## src/core/rsa_pkg.sv

```systemverilog
package rsa_pkg;

  typedef enum logic [2:0] {
    OP_ROTL  = 3'h0,
    OP_ROTLC = 3'h1,
    OP_ROTR  = 3'h2,
    OP_ROTRC = 3'h3,
    OP_BSET  = 3'h4,
    OP_SFILL = 3'h5,
    OP_MINUS = 3'h6
  } rsa_op_t;

  typedef enum logic [2:0] {
    AM_REG    = 3'h1,
    AM_IND    = 3'h2,
    AM_POSTI  = 3'h3,
    AM_OFF8   = 3'h4,
    AM_OFF16  = 3'h5,
    AM_DIRECT = 3'h6
  } rsa_mode_t;

  typedef struct packed {
    logic [7:0] b1;
    logic [7:0] b2;
    logic [7:0] b3;
    logic [7:0] b4;
  } rsa_instr_t;

  typedef struct packed {
    logic c;
    logic ac;
    logic v;
    logic n;
    logic z;
  } rsa_flags_t;

  localparam int        WIDTH_BIT_POS = 3;
  localparam int        DIR_BIT_POS   = 3;
  localparam logic [3:0] CLK_ROT_BASE = 4'h4;
  localparam logic [3:0] CLK_BSET     = 4'h4;
  localparam logic [3:0] CLK_SFILL    = 4'h3;
  localparam logic [3:0] CLK_REG      = 4'h3;
  localparam logic [3:0] CLK_IND      = 4'h4;
  localparam logic [3:0] CLK_POSTI    = 4'h5;
  localparam logic [3:0] CLK_OFF      = 4'h6;
  localparam logic [3:0] CLK_DIRECT   = 4'h4;
  localparam logic [2:0] LEN_2        = 3'h2;
  localparam logic [2:0] LEN_3        = 3'h3;
  localparam logic [2:0] LEN_4        = 3'h4;
  localparam logic [15:0] RESULT_RST  = 16'h0000;

endpackage : rsa_pkg

```

## src/core/rsa_alu.sv

```systemverilog
`timescale 1ns/1ns
module rsa_alu
  import rsa_pkg::*;
(
  // clock and reset
  input  wire logic        CLK_SYS,
  input  wire logic        RST,
  // request
  input  wire logic        START,
  input  rsa_op_t          OP,
  input  rsa_instr_t       INSTR,
  // operands
  input  wire logic [15:0] DEST_VAL,
  input  wire logic [15:0] SRC_VAL,
  input  wire logic [15:0] MEM_VAL,
  input  wire logic [15:0] PTR_VAL,
  input  wire logic [7:0]  SEG_VAL,
  input  wire logic        FLAG_C,
  input  wire logic        FLAG_N,
  // handshake
  output logic             READY,
  output logic             BUSY,
  output logic             DONE,
  // results
  output logic [15:0]      RESULT,
  output rsa_flags_t       FLAGS,
  output rsa_flags_t       FLAG_WE,
  output logic             WR_REG,
  output logic             WR_MEM,
  output logic [23:0]      MEM_ADDR,
  output logic [2:0]       INSTR_LEN,
  output logic [15:0]      PTR_NEXT,
  output logic             PTR_WE,
  output logic [9:0]       BIT_ADDR,
  output logic             BIT_SET
);

  typedef enum logic [0:0] {
    ST_IDLE = 1'b0,
    ST_RUN  = 1'b1
  } rsa_state_t;

  rsa_state_t  state;
  logic [3:0]  cnt;
  logic [3:0]  cur_clk;
  logic [3:0]  elapsed;
  logic        wr_reg_q;
  logic        wr_mem_q;
  logic        ptr_we_q;
  logic        bit_set_q;
  rsa_flags_t  we_q;
  rsa_op_t     op_q;
  logic [3:0]  count_q;

  logic        start_ok;
  logic        wide;
  logic [3:0]  rcount;
  rsa_mode_t   mode;
  logic        mem_dest;
  logic [15:0] next_result;
  rsa_flags_t  next_flags;
  rsa_flags_t  next_we;
  logic [3:0]  next_clk;
  logic [2:0]  next_len;
  logic        next_wr_reg;
  logic        next_wr_mem;
  logic [23:0] next_addr;
  logic [15:0] next_ptr;
  logic        next_ptr_we;
  logic [16:0] rot;
  logic [15:0] mask;

  function automatic logic [16:0] rot_f(
    input logic [15:0] v_in,
    input logic        c_in,
    input logic [3:0]  n,
    input logic        w,
    input logic        left,
    input logic        thru
  );
    logic [15:0] v;
    logic        c;
    logic        nb;
    v = v_in;
    c = c_in;
    nb = 1'b0;
    for (int i = 0; i < 15; i++)
    begin
      if (4'(i) < n)
      begin
        if (left)
        begin
          nb = thru ? c : (w ? v[15] : v[7]);
          if (thru)
            c = w ? v[15] : v[7];
          v = {v[14:0], nb};
        end
        else
        begin
          nb = thru ? c : v[0];
          if (thru)
            c = v[0];
          v = {1'b0, v[15:1]};
          if (w)
            v[15] = nb;
          else
            v[7] = nb;
        end
        if (!w)
          v[15:8] = 8'h00;
      end
    end
    return {c, v};
  endfunction : rot_f

  assign wide     = INSTR.b1[WIDTH_BIT_POS];
  assign rcount   = INSTR.b2[3:0];
  assign mode     = rsa_mode_t'(INSTR.b1[2:0]);
  assign mem_dest = INSTR.b2[DIR_BIT_POS];
  assign mask     = wide ? 16'hFFFF : 16'h00FF;
  assign start_ok = START && (state == ST_IDLE);

  assign rot = rot_f(DEST_VAL & mask, FLAG_C, rcount, wide,
                     (OP == OP_ROTL) || (OP == OP_ROTLC),
                     (OP == OP_ROTLC) || (OP == OP_ROTRC));

  always_comb
  begin
    logic [15:0] a;
    logic [15:0] b;
    logic [16:0] d;
    logic [15:0] seg_base;
    logic [23:0] off;
    a           = 16'h0000;
    b           = 16'h0000;
    d           = 17'h00000;
    seg_base    = PTR_VAL;
    off         = 24'h000000;
    next_result = RESULT_RST;
    next_flags  = '0;
    next_we     = '0;
    next_clk    = CLK_REG;
    next_len    = LEN_2;
    next_wr_reg = 1'b0;
    next_wr_mem = 1'b0;
    next_addr   = 24'h000000;
    next_ptr    = PTR_VAL;
    next_ptr_we = 1'b0;
    case (OP)
      OP_ROTL, OP_ROTR, OP_ROTLC, OP_ROTRC:
      begin
        next_result  = rot[15:0];
        next_flags.c = rot[16];
        next_flags.n = wide ? rot[15] : rot[7];
        next_flags.z = (rot[15:0] == 16'h0000);
        next_we.n    = 1'b1;
        next_we.z    = 1'b1;
        next_we.c    = (OP == OP_ROTLC) || (OP == OP_ROTRC);
        next_clk     = CLK_ROT_BASE + {1'b0, rcount[3:1]};
        next_len     = LEN_2;
        next_wr_reg  = 1'b1;
      end
      OP_BSET:
      begin
        next_clk = CLK_BSET;
        next_len = LEN_3;
      end
      OP_SFILL:
      begin
        next_result = FLAG_N ? mask : 16'h0000;
        next_clk    = CLK_SFILL;
        next_len    = LEN_2;
        next_wr_reg = 1'b1;
      end
      OP_MINUS:
      begin
        if (mode == AM_REG || !mem_dest)
          a = DEST_VAL & mask;
        else
          a = MEM_VAL & mask;
        if (mode == AM_REG || mem_dest)
          b = SRC_VAL & mask;
        else
          b = MEM_VAL & mask;
        d = {1'b0, a} - {1'b0, b};
        next_result   = d[15:0] & mask;
        next_flags.c  = wide ? d[16] : (a[7:0] < b[7:0]);
        next_flags.ac = a[3:0] < b[3:0];
        next_flags.n  = wide ? d[15] : d[7];
        next_flags.z  = (next_result == 16'h0000);
        next_flags.v  = wide
                      ? ((a[15] != b[15]) && (d[15] != a[15]))
                      : ((a[7] != b[7]) && (d[7] != a[7]));
        next_we       = '1;
        next_wr_reg   = (mode == AM_REG) || !mem_dest;
        next_wr_mem   = (mode != AM_REG) && mem_dest;
        case (mode)
          AM_REG:
          begin
            next_clk = CLK_REG;
            next_len = LEN_2;
          end
          AM_IND:
          begin
            next_clk = CLK_IND;
            next_len = LEN_2;
          end
          AM_POSTI:
          begin
            next_clk    = CLK_POSTI;
            next_len    = LEN_2;
            next_ptr    = PTR_VAL + (wide ? 16'h0002 : 16'h0001);
            next_ptr_we = 1'b1;
          end
          AM_OFF8:
          begin
            off      = {{16{INSTR.b3[7]}}, INSTR.b3};
            next_clk = CLK_OFF;
            next_len = LEN_3;
          end
          AM_OFF16:
          begin
            off      = {8'h00, INSTR.b3, INSTR.b4};
            next_clk = CLK_OFF;
            next_len = LEN_4;
          end
          AM_DIRECT:
          begin
            next_clk = CLK_DIRECT;
            next_len = LEN_3;
          end
          default:
          begin
            next_wr_reg = 1'b0;
            next_wr_mem = 1'b0;
            next_we     = '0;
          end
        endcase
        next_addr = {SEG_VAL, seg_base} + off;
        if (mode == AM_DIRECT)
          next_addr = {13'h0, INSTR.b2[2:0], INSTR.b3};
      end
      default:
      begin
        next_clk = CLK_REG;
      end
    endcase
  end

  // sequencer
  always_ff @(posedge CLK_SYS)
  begin
    if (RST)
    begin
      state <= ST_IDLE;
      cnt   <= 4'h0;
    end
    else if (start_ok)
    begin
      state <= ST_RUN;
      cnt   <= next_clk;
    end
    else if (state == ST_RUN)
    begin
      cnt <= cnt - 4'h1;
      if (cnt == 4'h1)
        state <= ST_IDLE;
    end
  end

  // latched results
  always_ff @(posedge CLK_SYS)
  begin
    if (RST)
    begin
      RESULT    <= RESULT_RST;
      FLAGS     <= '0;
      we_q      <= '0;
      cur_clk   <= 4'h0;
      INSTR_LEN <= 3'h0;
      wr_reg_q  <= 1'b0;
      wr_mem_q  <= 1'b0;
      MEM_ADDR  <= 24'h000000;
      PTR_NEXT  <= 16'h0000;
      ptr_we_q  <= 1'b0;
      bit_set_q <= 1'b0;
      BIT_ADDR  <= 10'h000;
      op_q      <= OP_ROTL;
      count_q   <= 4'h0;
    end
    else if (start_ok)
    begin
      RESULT    <= next_result;
      FLAGS     <= next_flags;
      we_q      <= next_we;
      cur_clk   <= next_clk;
      INSTR_LEN <= next_len;
      wr_reg_q  <= next_wr_reg;
      wr_mem_q  <= next_wr_mem;
      MEM_ADDR  <= next_addr;
      PTR_NEXT  <= next_ptr;
      ptr_we_q  <= next_ptr_we;
      bit_set_q <= (OP == OP_BSET);
      BIT_ADDR  <= {INSTR.b2[1:0], INSTR.b3};
      op_q      <= OP;
      count_q   <= rcount;
    end
  end

  assign READY   = (state == ST_IDLE);
  assign BUSY    = (state == ST_RUN);
  assign DONE    = BUSY && (cnt == 4'h1);
  assign WR_REG  = DONE && wr_reg_q;
  assign WR_MEM  = DONE && wr_mem_q;
  assign PTR_WE  = DONE && ptr_we_q;
  assign BIT_SET = DONE && bit_set_q;
  assign FLAG_WE = DONE ? we_q : '0;

  // cycles since the accepted request
  always_ff @(posedge CLK_SYS)
  begin
    if (RST)
      elapsed <= 4'h0;
    else if (start_ok)
      elapsed <= 4'h1;
    else if (BUSY && !DONE)
      elapsed <= elapsed + 4'h1;
  end

  property p_rot_time;
    @(posedge CLK_SYS) disable iff (RST)
    DONE && (op_q inside {OP_ROTL, OP_ROTLC, OP_ROTR, OP_ROTRC})
      |-> elapsed == CLK_ROT_BASE + {1'b0, count_q[3:1]};
  endproperty
  a_rot_time: assert property (p_rot_time)
    else $error("rotate clock count wrong");

  property p_rotl_flags;
    @(posedge CLK_SYS) disable iff (RST)
    DONE && (op_q == OP_ROTL) |-> FLAG_WE == 5'b00011 && WR_REG;
  endproperty
  a_rotl_flags: assert property (p_rotl_flags)
    else $error("rotate left touches wrong flags");

  property p_rotc_flags;
    @(posedge CLK_SYS) disable iff (RST)
    DONE && (op_q == OP_ROTRC) |-> FLAG_WE == 5'b10011;
  endproperty
  a_rotc_flags: assert property (p_rotc_flags)
    else $error("rotate right via carry flag mask wrong");

  property p_zero_count;
    @(posedge CLK_SYS) disable iff (RST)
    start_ok && (OP inside {OP_ROTL, OP_ROTR}) && rcount == 4'h0
      |=> RESULT == ($past(DEST_VAL) & $past(mask));
  endproperty
  a_zero_count: assert property (p_zero_count)
    else $error("zero count changed the operand");

  property p_bset_time;
    @(posedge CLK_SYS) disable iff (RST)
    start_ok && OP == OP_BSET |-> ##4 (BIT_SET && FLAG_WE == 5'b00000);
  endproperty
  a_bset_time: assert property (p_bset_time)
    else $error("bit set not done in four clocks");

  property p_sfill;
    @(posedge CLK_SYS) disable iff (RST)
    start_ok && OP == OP_SFILL && FLAG_N && wide
      |=> RESULT == 16'hFFFF ##2 (WR_REG && FLAG_WE == 5'b00000);
  endproperty
  a_sfill: assert property (p_sfill)
    else $error("sign fill result or timing wrong");

  property p_minus_reg;
    @(posedge CLK_SYS) disable iff (RST)
    start_ok && OP == OP_MINUS && mode == AM_REG && wide
      |=> RESULT == 16'($past(DEST_VAL) - $past(SRC_VAL)) ##2 DONE;
  endproperty
  a_minus_reg: assert property (p_minus_reg)
    else $error("register subtract wrong");

  property p_ind_time;
    @(posedge CLK_SYS) disable iff (RST)
    start_ok && OP == OP_MINUS && mode == AM_IND
      |-> ##4 (DONE && INSTR_LEN == 3'h2);
  endproperty
  a_ind_time: assert property (p_ind_time)
    else $error("indirect subtract not four clocks");

  property p_off_time;
    @(posedge CLK_SYS) disable iff (RST)
    start_ok && OP == OP_MINUS && mode == AM_OFF8
      |-> !DONE [*6] ##1 DONE;
  endproperty
  a_off_time: assert property (p_off_time)
    else $error("offset subtract not six clocks");

  property p_posti;
    @(posedge CLK_SYS) disable iff (RST)
    start_ok && OP == OP_MINUS && mode == AM_POSTI && !wide
      |=> PTR_NEXT == $past(PTR_VAL) + 16'h0001 ##4 PTR_WE;
  endproperty
  a_posti: assert property (p_posti)
    else $error("post increment pointer wrong");

  property p_direct;
    @(posedge CLK_SYS) disable iff (RST)
    start_ok && OP == OP_MINUS && mode == AM_DIRECT
      |=> MEM_ADDR[10:0] == {$past(INSTR.b2[2:0]), $past(INSTR.b3)}
          && INSTR_LEN == 3'h3;
  endproperty
  a_direct: assert property (p_direct)
    else $error("direct address wrong");

endmodule : rsa_alu

```

## config.mk

```make
export PLATFORM = sky130hd
export DESIGN_NAME = rsa_alu
export DESIGN_NICKNAME = d
export VERILOG_FILES = /design/src/core/rsa_pkg.sv /design/src/core/rsa_alu.sv
export SDC_FILE = /design/constraint.sdc
export NUM_CORES = 1
export LEC_CHECK = 0
export BUFFER_PORTS_ARGS = -buffer_cell sky130_fd_sc_hd__buf_4
export CORE_MARGIN = 2
export CORE_UTILIZATION = 55
export DETAILED_ROUTE_END_ITERATION = 8
export PLACE_DENSITY = 0.81
export SLEW_MARGIN = 20
export SYNTH_ARGS = -nofsm -noshare
export SYNTH_HDL_FRONTEND = slang
export SYNTH_SLANG_ARGS = --single-unit
```

## constraint.sdc

```tcl
create_clock -name CLK_SYS -period 11.4 [get_ports CLK_SYS]
set_clock_uncertainty 0.05 [all_clocks]
set_input_delay 3.42 -clock CLK_SYS [delete_from_list [all_inputs] [get_ports CLK_SYS]]
set_output_delay 3.42 -clock CLK_SYS [all_outputs]
set_load 0.02 [all_outputs]
```

==> results.txt, run 1 <==
EDFF count, synth: 0
Clock transition at path regs: 0.06 ns
non-filler cells, final: 2752
Final setup violation count: 0
Setup Buffers After CTS: 0
Seq cells post-synth: 86
dpl cells: 2734
final setup margin: 0.809 ns
via count: 20300
initial antenna violation count: 0
clock buffer depth: 2
clock sinks: 86
max cap viols: 0
Core Region: 26800 um^2
TritonCTS Buffers: 9
initial core utilization: 55.6%
Least-Margin Pin Slew: 1.10 ns
port bufs: 189
routability cong.: 1.07
clock latency on the worst-skew pair: 0.34 ns
Max IR drop VDD: 0.0000756 V
GR Overflow Total: 0
final core occ: 64.0%
synth unique cells: 106
max_slew headroom: 26.2%
TritonRoute pass-1 iters: 7
P per Cell Area: 90.5 nW/um^2
sequential area share after synthesis: 11.6%
CP peak stage delay: 0.74 ns
number of global-route vias before repair: 18700
worst slack, placed: 0.851 ns
worst hold margin: 0.406 ns
Top FF cell, synth: dfxtp_1
endpoints failing hold: 0
outcome: complete, no violations
slowest library cell on the worst path: a311oi_1
initial detailed-routing violation count: 3452
Overall Global Routing Usage: 47.9%
synth-to-layout area growth: 15.2%
NumNets Final: 2563
TNS Setup: 0 ns
Synth Instances: 2302
Post-Syn Nets: 2460
Rows: 60
CTS H-tree lvls: 3
Die X: 169 um
cell family with most CP delay: compound AO/OA/AOI/OAI gates
Worst Path Arrival: 10.78 ns
Remaining DRCs: 0
CP Buf/Inv Count: 2
synthesis warning total: 0
Top Ports: 198
largest net degree at the start of global routing: 89
critical path type: in2reg
Detailed Place HPWL: 52100 um
share of cells above drive strength 1: 17.5%
maximum operating frequency: 94.4 MHz
Fill cells: 2501
first-pass GRT wire length: 108000 um
Synth async-reset ratio: 0%
Hold Path Class: reg2reg
CTS tree: built
critical path capture point type: flop
Slew Viols, Final: 0
Die ar.: 28400 um^2
period utilization: 92.9%
CP required: 11.59 ns
post-DR wirelength/cell: 25.8 um
critical path fanouts, max: 56
Lkg Pwr: 0.00692 uW
Syn Std Cell Area: 14900 um^2
Avg Cell Area, Syn: 6.48 um^2
CTS resizes: 0
Vias/cell: 7.39
Die H: 169 um
Routed Antenna Nets: 0
minimum clock period: 10.59 ns
Startpoint Class: primary input
drt total wl: 71100 um
Root Buffer: clkbuf_16
hold buffer count at cts: 0
unrepaired setup endpoints after global routing: no
metrics by stage:
| step | total power, uW | area, um^2 |
|---|---|---|
| after detailed placement | 1230 | 16900 |
| after CTS | 1510 | 17100 |
| after global routing | 1620 | 17200 |
| final | 1550 | 17200 |
| after global placement | 1220 | 16900 |
| after floorplan | 905 | 14900 |
synthesized netlist by cell type, types with 19 or more instances:
cell type	number	area share, %
a211oi_1	51	2.6
a21o_1	39	2.0
a21oi_1	198	6.6
a22oi_1	48	2.4
a311oi_1	28	1.6
a31oi_1	58	2.4
and2_1	24	1.0
and3_1	31	1.3
buf_1	24	0.60
clkbuf_1	172	4.3
dfxtp_1	86	12
ha_1	43	3.6
inv_1	37	0.93
mux2i_1	23	1.5
nand2_1	280	7.1
nand2b_1	22	0.92
nand3_1	66	2.2
nand4_1	19	0.80
nor2_1	258	6.5
nor3_1	79	2.7
o211ai_1	51	2.6
o21a_1	20	1.0
o21ai_0	150	5.0
o21bai_1	20	1.0
o221ai_1	24	1.4
o31ai_1	27	1.4
or3_1	27	1.1
xnor2_1	29	1.7
path summary, 6_finish.rpt:
check / from / cells after the start / slack (ns) / end
setup / recovery: OP[2] / 25 / 0.81 / RESULT[7]
hold / removal: we_q[3] / 2 / 0.41 / we_q[3]
setup reg to reg: BUSY / 7 / 9.15 / MEM_ADDR[15]
hold reg to reg: we_q[3] / 2 / 0.41 / we_q[3]
metal layers:
layer,GRT usage (%),wire length [um],part of all wire [%]
met1,60.5,26300,37
met2,72.1,29800,42
met3,13.9,9970,14
met4,28.4,4980,7.0
met5,1.39,50,0.070
where the power goes:
group	total (uW)	switching, uW	internal (uW)
Sequential	326	10.0	316
Combinational	944	609	335
Clock	284	129	155
cells by family after synthesis:
group | Yosys count | share of synthesized area, %
AO/OA/AOI/OAI | 942 | 44.4
AND/OR/NAND/NOR | 894 | 28.0
buffers and inverters | 247 | 6.36
flip-flops | 86 | 11.6
XOR/XNOR | 47 | 2.76
adder cells (fa/ha/maj) | 46 | 4.01
multiplexers | 40 | 2.85
cells in the final DEF, fill, tap and decap left out, types with 58 or more instances in the layout:
| cell type | instances |
|---|---|
| a21oi_1 | 197 |
| buf_4 | 299 |
| nor3_1 | 78 |
| nand3_1 | 66 |
| a31oi_1 | 58 |
| nor2_1 | 255 |
| o21ai_0 | 150 |
| nand2_1 | 279 |
| dfxtp_1 | 86 |
tightest hold or removal path, delay by kind of cell (launching register included):
| family | cells | cell delay, ns |
|---|---|---|
| compound gates | 1 | 0.05 |
| flops | 1 | 0.31 |
| simple gates | 1 | 0.05 |
state kept, by name, indices dropped and copies added, names as in the netlist:
name       cells
cnt            4
ptr_we_q       1
BIT_ADDR      10
INSTR_LEN      3
FLAGS          5
we_q           3
BUSY           1
RESULT        16
PTR_NEXT      16
wr_reg_q       1
wr_mem_q       1
MEM_ADDR      24
bit_set_q      1
layout make-up:
type / count / area (um^2) / area share (%)
sequential: 86 / 1720 / 10.0
tap: 341 / 427 / 2.49
antenna: 1 / 2.50 / 0.0146
multi-input combinational: 1969 / 12300 / 71.6
timing repair buffer: 301 / 2290 / 13.4
clock buffer: 10 / 239 / 1.39
clock inverter: 6 / 43.8 / 0.255
inverter: 38 / 143 / 0.831
No activity file was read; power rests on OpenSTA's default activity.
==> inputs of run 2 (changes only) <==
ABC_AREA = 1   (was unset)
PLACE_DENSITY = 0.82   (was 0.81)
==> results.txt, run 2 <==
share of cells above drive strength 1: 12.2% (-5.2 points)
post-DR wirelength/cell: 16.2 um (-37%)
period utilization: 89.5% (-3.4 points)
TNS Setup: 0 ns (unchanged)
Seq cells post-synth: 86 (unchanged)
Lkg Pwr: 0.00726 uW (+5.0%)
post-synth top area cell: nand2_1
max_slew headroom: 27.8% (+1.6 points)
clock sinks: 86 (unchanged)
synth unique cells: 54 (-49%)
Remaining DRCs: 0 (unchanged)
Root Buffer: clkbuf_16
minimum clock period: 10.20 ns (-0.389 ns)
Slew Viols, Final: 0 (unchanged)
final setup margin: 1.20 ns (+0.389 ns)
Setup Buffers After CTS: 0 (unchanged)
Startpoint Class: primary input
number of global-route vias before repair: 14700 (-22%)
critical path capture point type: flop
Least-Margin Pin Slew: 1.08 ns (-0.0201 ns)
Die ar.: 24800 um^2 (-13%)
max reg flops: 24 (unchanged)
maximum operating frequency: 98.0 MHz (+3.8%)
worst slack, placed: 1.09 ns (+0.242 ns)
Core Region: 23300 um^2 (-13%)
clock buffer depth: 2 (unchanged)
Top Ports: 198 (unchanged)
largest net degree at the start of global routing: 82 (-7.9%)
critical path fanouts, max: 53 (-5.4%)
outcome: complete, no violations
critical path type: in2reg
synth-to-layout area growth: 12.4%
TritonRoute pass-1 iters: 6 (-1)
antenna diode instance count: 0 (-1)
Die H: 158 um (-6.6%)
Vias/cell: 5.89 (-20%)
synthesis warning total: 0 (unchanged)
P per Cell Area: 94.1 nW/um^2 (+4.0%)
unrepaired setup endpoints after global routing: no
port bufs: 189 (unchanged)
Rows: 56 (-6.7%)
clock latency on the worst-skew pair: 0.35 ns (about the same)
NumNets Final: 2661 (+3.8%)
CP Buf/Inv Count: 4 (+2)
Final setup violation count: 0 (unchanged)
Detailed Place HPWL: 35000 um (-33%)
commonest non-fill, non-tap cell in the layout: nand2_1
initial antenna violation count: 0 (unchanged)
Syn Std Cell Area: 13000 um^2 (-13%)
GR Overflow Total: 0 (unchanged)
CTS resizes: 0 (unchanged)
Die X: 158 um (-6.6%)
slowest library cell on the worst path: nand2_4
cell family with most CP delay: simple AND/OR/NAND/NOR gates
endpoints failing hold: 0 (unchanged)
drt total wl: 45900 um (-35%)
most common cell in the netlist: nand2_1
Post-Syn Nets: 2581 (+4.9%)
Max IR drop VDD: 0.0000853 V (+13%)
Fill cells: 2330 (-6.8%)
initial detailed-routing violation count: 1599 (-54%)
post-synth top area share: 23.2% (+12 points)
EDFF count, synth: 0 (unchanged)
routability cong.: 0.966 (-9.8%)
Overall Global Routing Usage: 36.2% (-12 points)
CTS tree: built
top flop regs: MEM_ADDR: 24 flops, PTR_NEXT: 16 flops, RESULT: 16 flops
hold buffer count at cts: 0 (unchanged)
Synth async-reset ratio: 0% (unchanged)
CTS H-tree lvls: 3 (unchanged)
via count: 16600 (-18%)
first-pass GRT wire length: 73300 um (-32%)
most frequent cells in the layout: nand2_1 (803), nand3_1 (271), buf_4 (212)
Worst Path Arrival: 10.44 ns (-0.34 ns)
TritonCTS Buffers: 9 (unchanged)
list of most frequent post-synthesis cells: nand2_1 (803), nand3_1 (271), a21oi_1 (202)
Reg with most FFs: MEM_ADDR
top post-synthesis cells by area: nand2_1 (23%), dfxtp_1 (13%), nand3_1 (10%)
Clock transition at path regs: 0.07 ns (about the same)
initial core utilization: 55.6% (about the same)
Routed Antenna Nets: 0 (unchanged)
sequential area share after synthesis: 13.3% (+1.7 points)
CP most frequent cell: nand2_1
Top FF cell, synth: dfxtp_1
Hold Path Class: reg2reg
Avg Cell Area, Syn: 5.35 um^2 (-17%)
Synth Instances: 2423 (+5.3%)
CP required: 11.64 ns (+0.05 ns)
max cap viols: 0 (unchanged)
CP peak stage delay: 0.49 ns (-0.25 ns)
==> run 2: metal layers <==
metal | up-vias | routed length, um | GRT usage (%)
li1 | 8223 | - | -
met1 | 7446 | 19400 | 48.9
met3 | 147 | 4060 | 6.08
met4 | 0 | 1910 | 12.9
met5 | - | 0 | 0
met2 | 821 | 20500 | 57.8
==> run 2: area by class of cell <==
cell class	instances	area [um^2]	share of cell area, %
multi-input cells	1989	9790	67.2
flip-flops and latches	86	1720	11.8
repair buffers	212	1590	10.9
inverters	205	769	5.28
well taps	319	399	2.74
clock buffers	10	229	1.57
clock inverters	6	75.1	0.515
==> run 2: final timing paths <==
kind         slack, ns  cells past startpoint         start           end
max reg2reg       7.61                      9          BUSY  MEM_ADDR[23]
min               0.42                      2  MEM_ADDR[23]  MEM_ADDR[23]
min reg2reg       0.42                      2  MEM_ADDR[23]  MEM_ADDR[23]
max               1.20                     53         OP[2]      FLAGS[0]
==> run 2: cells by family after synthesis <==
family | count (synthesis) | share of synthesized area [%]
simple gates | 1323 | 43.4
compound gates | 589 | 25.3
buf+inv | 348 | 11.3
flops | 86 | 13.3
fa+ha+maj | 46 | 4.61
xor+xnor | 29 | 1.96
mux | 2 | 0.164
==> run 2: through the flow <==
stage | instance area, um^2 | hold WS (ns) | cells | util (%) | total power, uW
after global routing | 14600 | 0.429 | 2827 | 62.5 | 1470
after floorplan | 13000 | 0.395 | 2423 | - | 855
after global placement | 14300 | 0.405 | 2811 | 61.2 | 1030
after CTS | 14600 | 0.419 | 2827 | 62.5 | 1350
after detailed placement | 14300 | 0.409 | 2811 | 61.2 | 1040
final | 14600 | 0.418 | 2827 | 62.5 | 1370
==> run 2: power breakdown <==
| group | switching [uW] | total [uW] | internal, uW | leakage, uW |
|---|---|---|---|---|
| logic | 489 | 729 | 241 | 0.00641 |
| registers | 10.8 | 329 | 318 | 0.000704 |
| clock network | 140 | 314 | 174 | 0.000146 |
==> run 2: worst register-to-register path, stage by stage, from the launching register on <==
cell and delay [ns]:
dfxtp_1 0.38, nor2_4 0.12, buf_4 0.56, inv_1 0.19, nor2_1 0.86, inv_1 0.41
nor2_1 0.65, a21boi_0 0.23, o21ai_0 0.13, a21oi_1 0.13
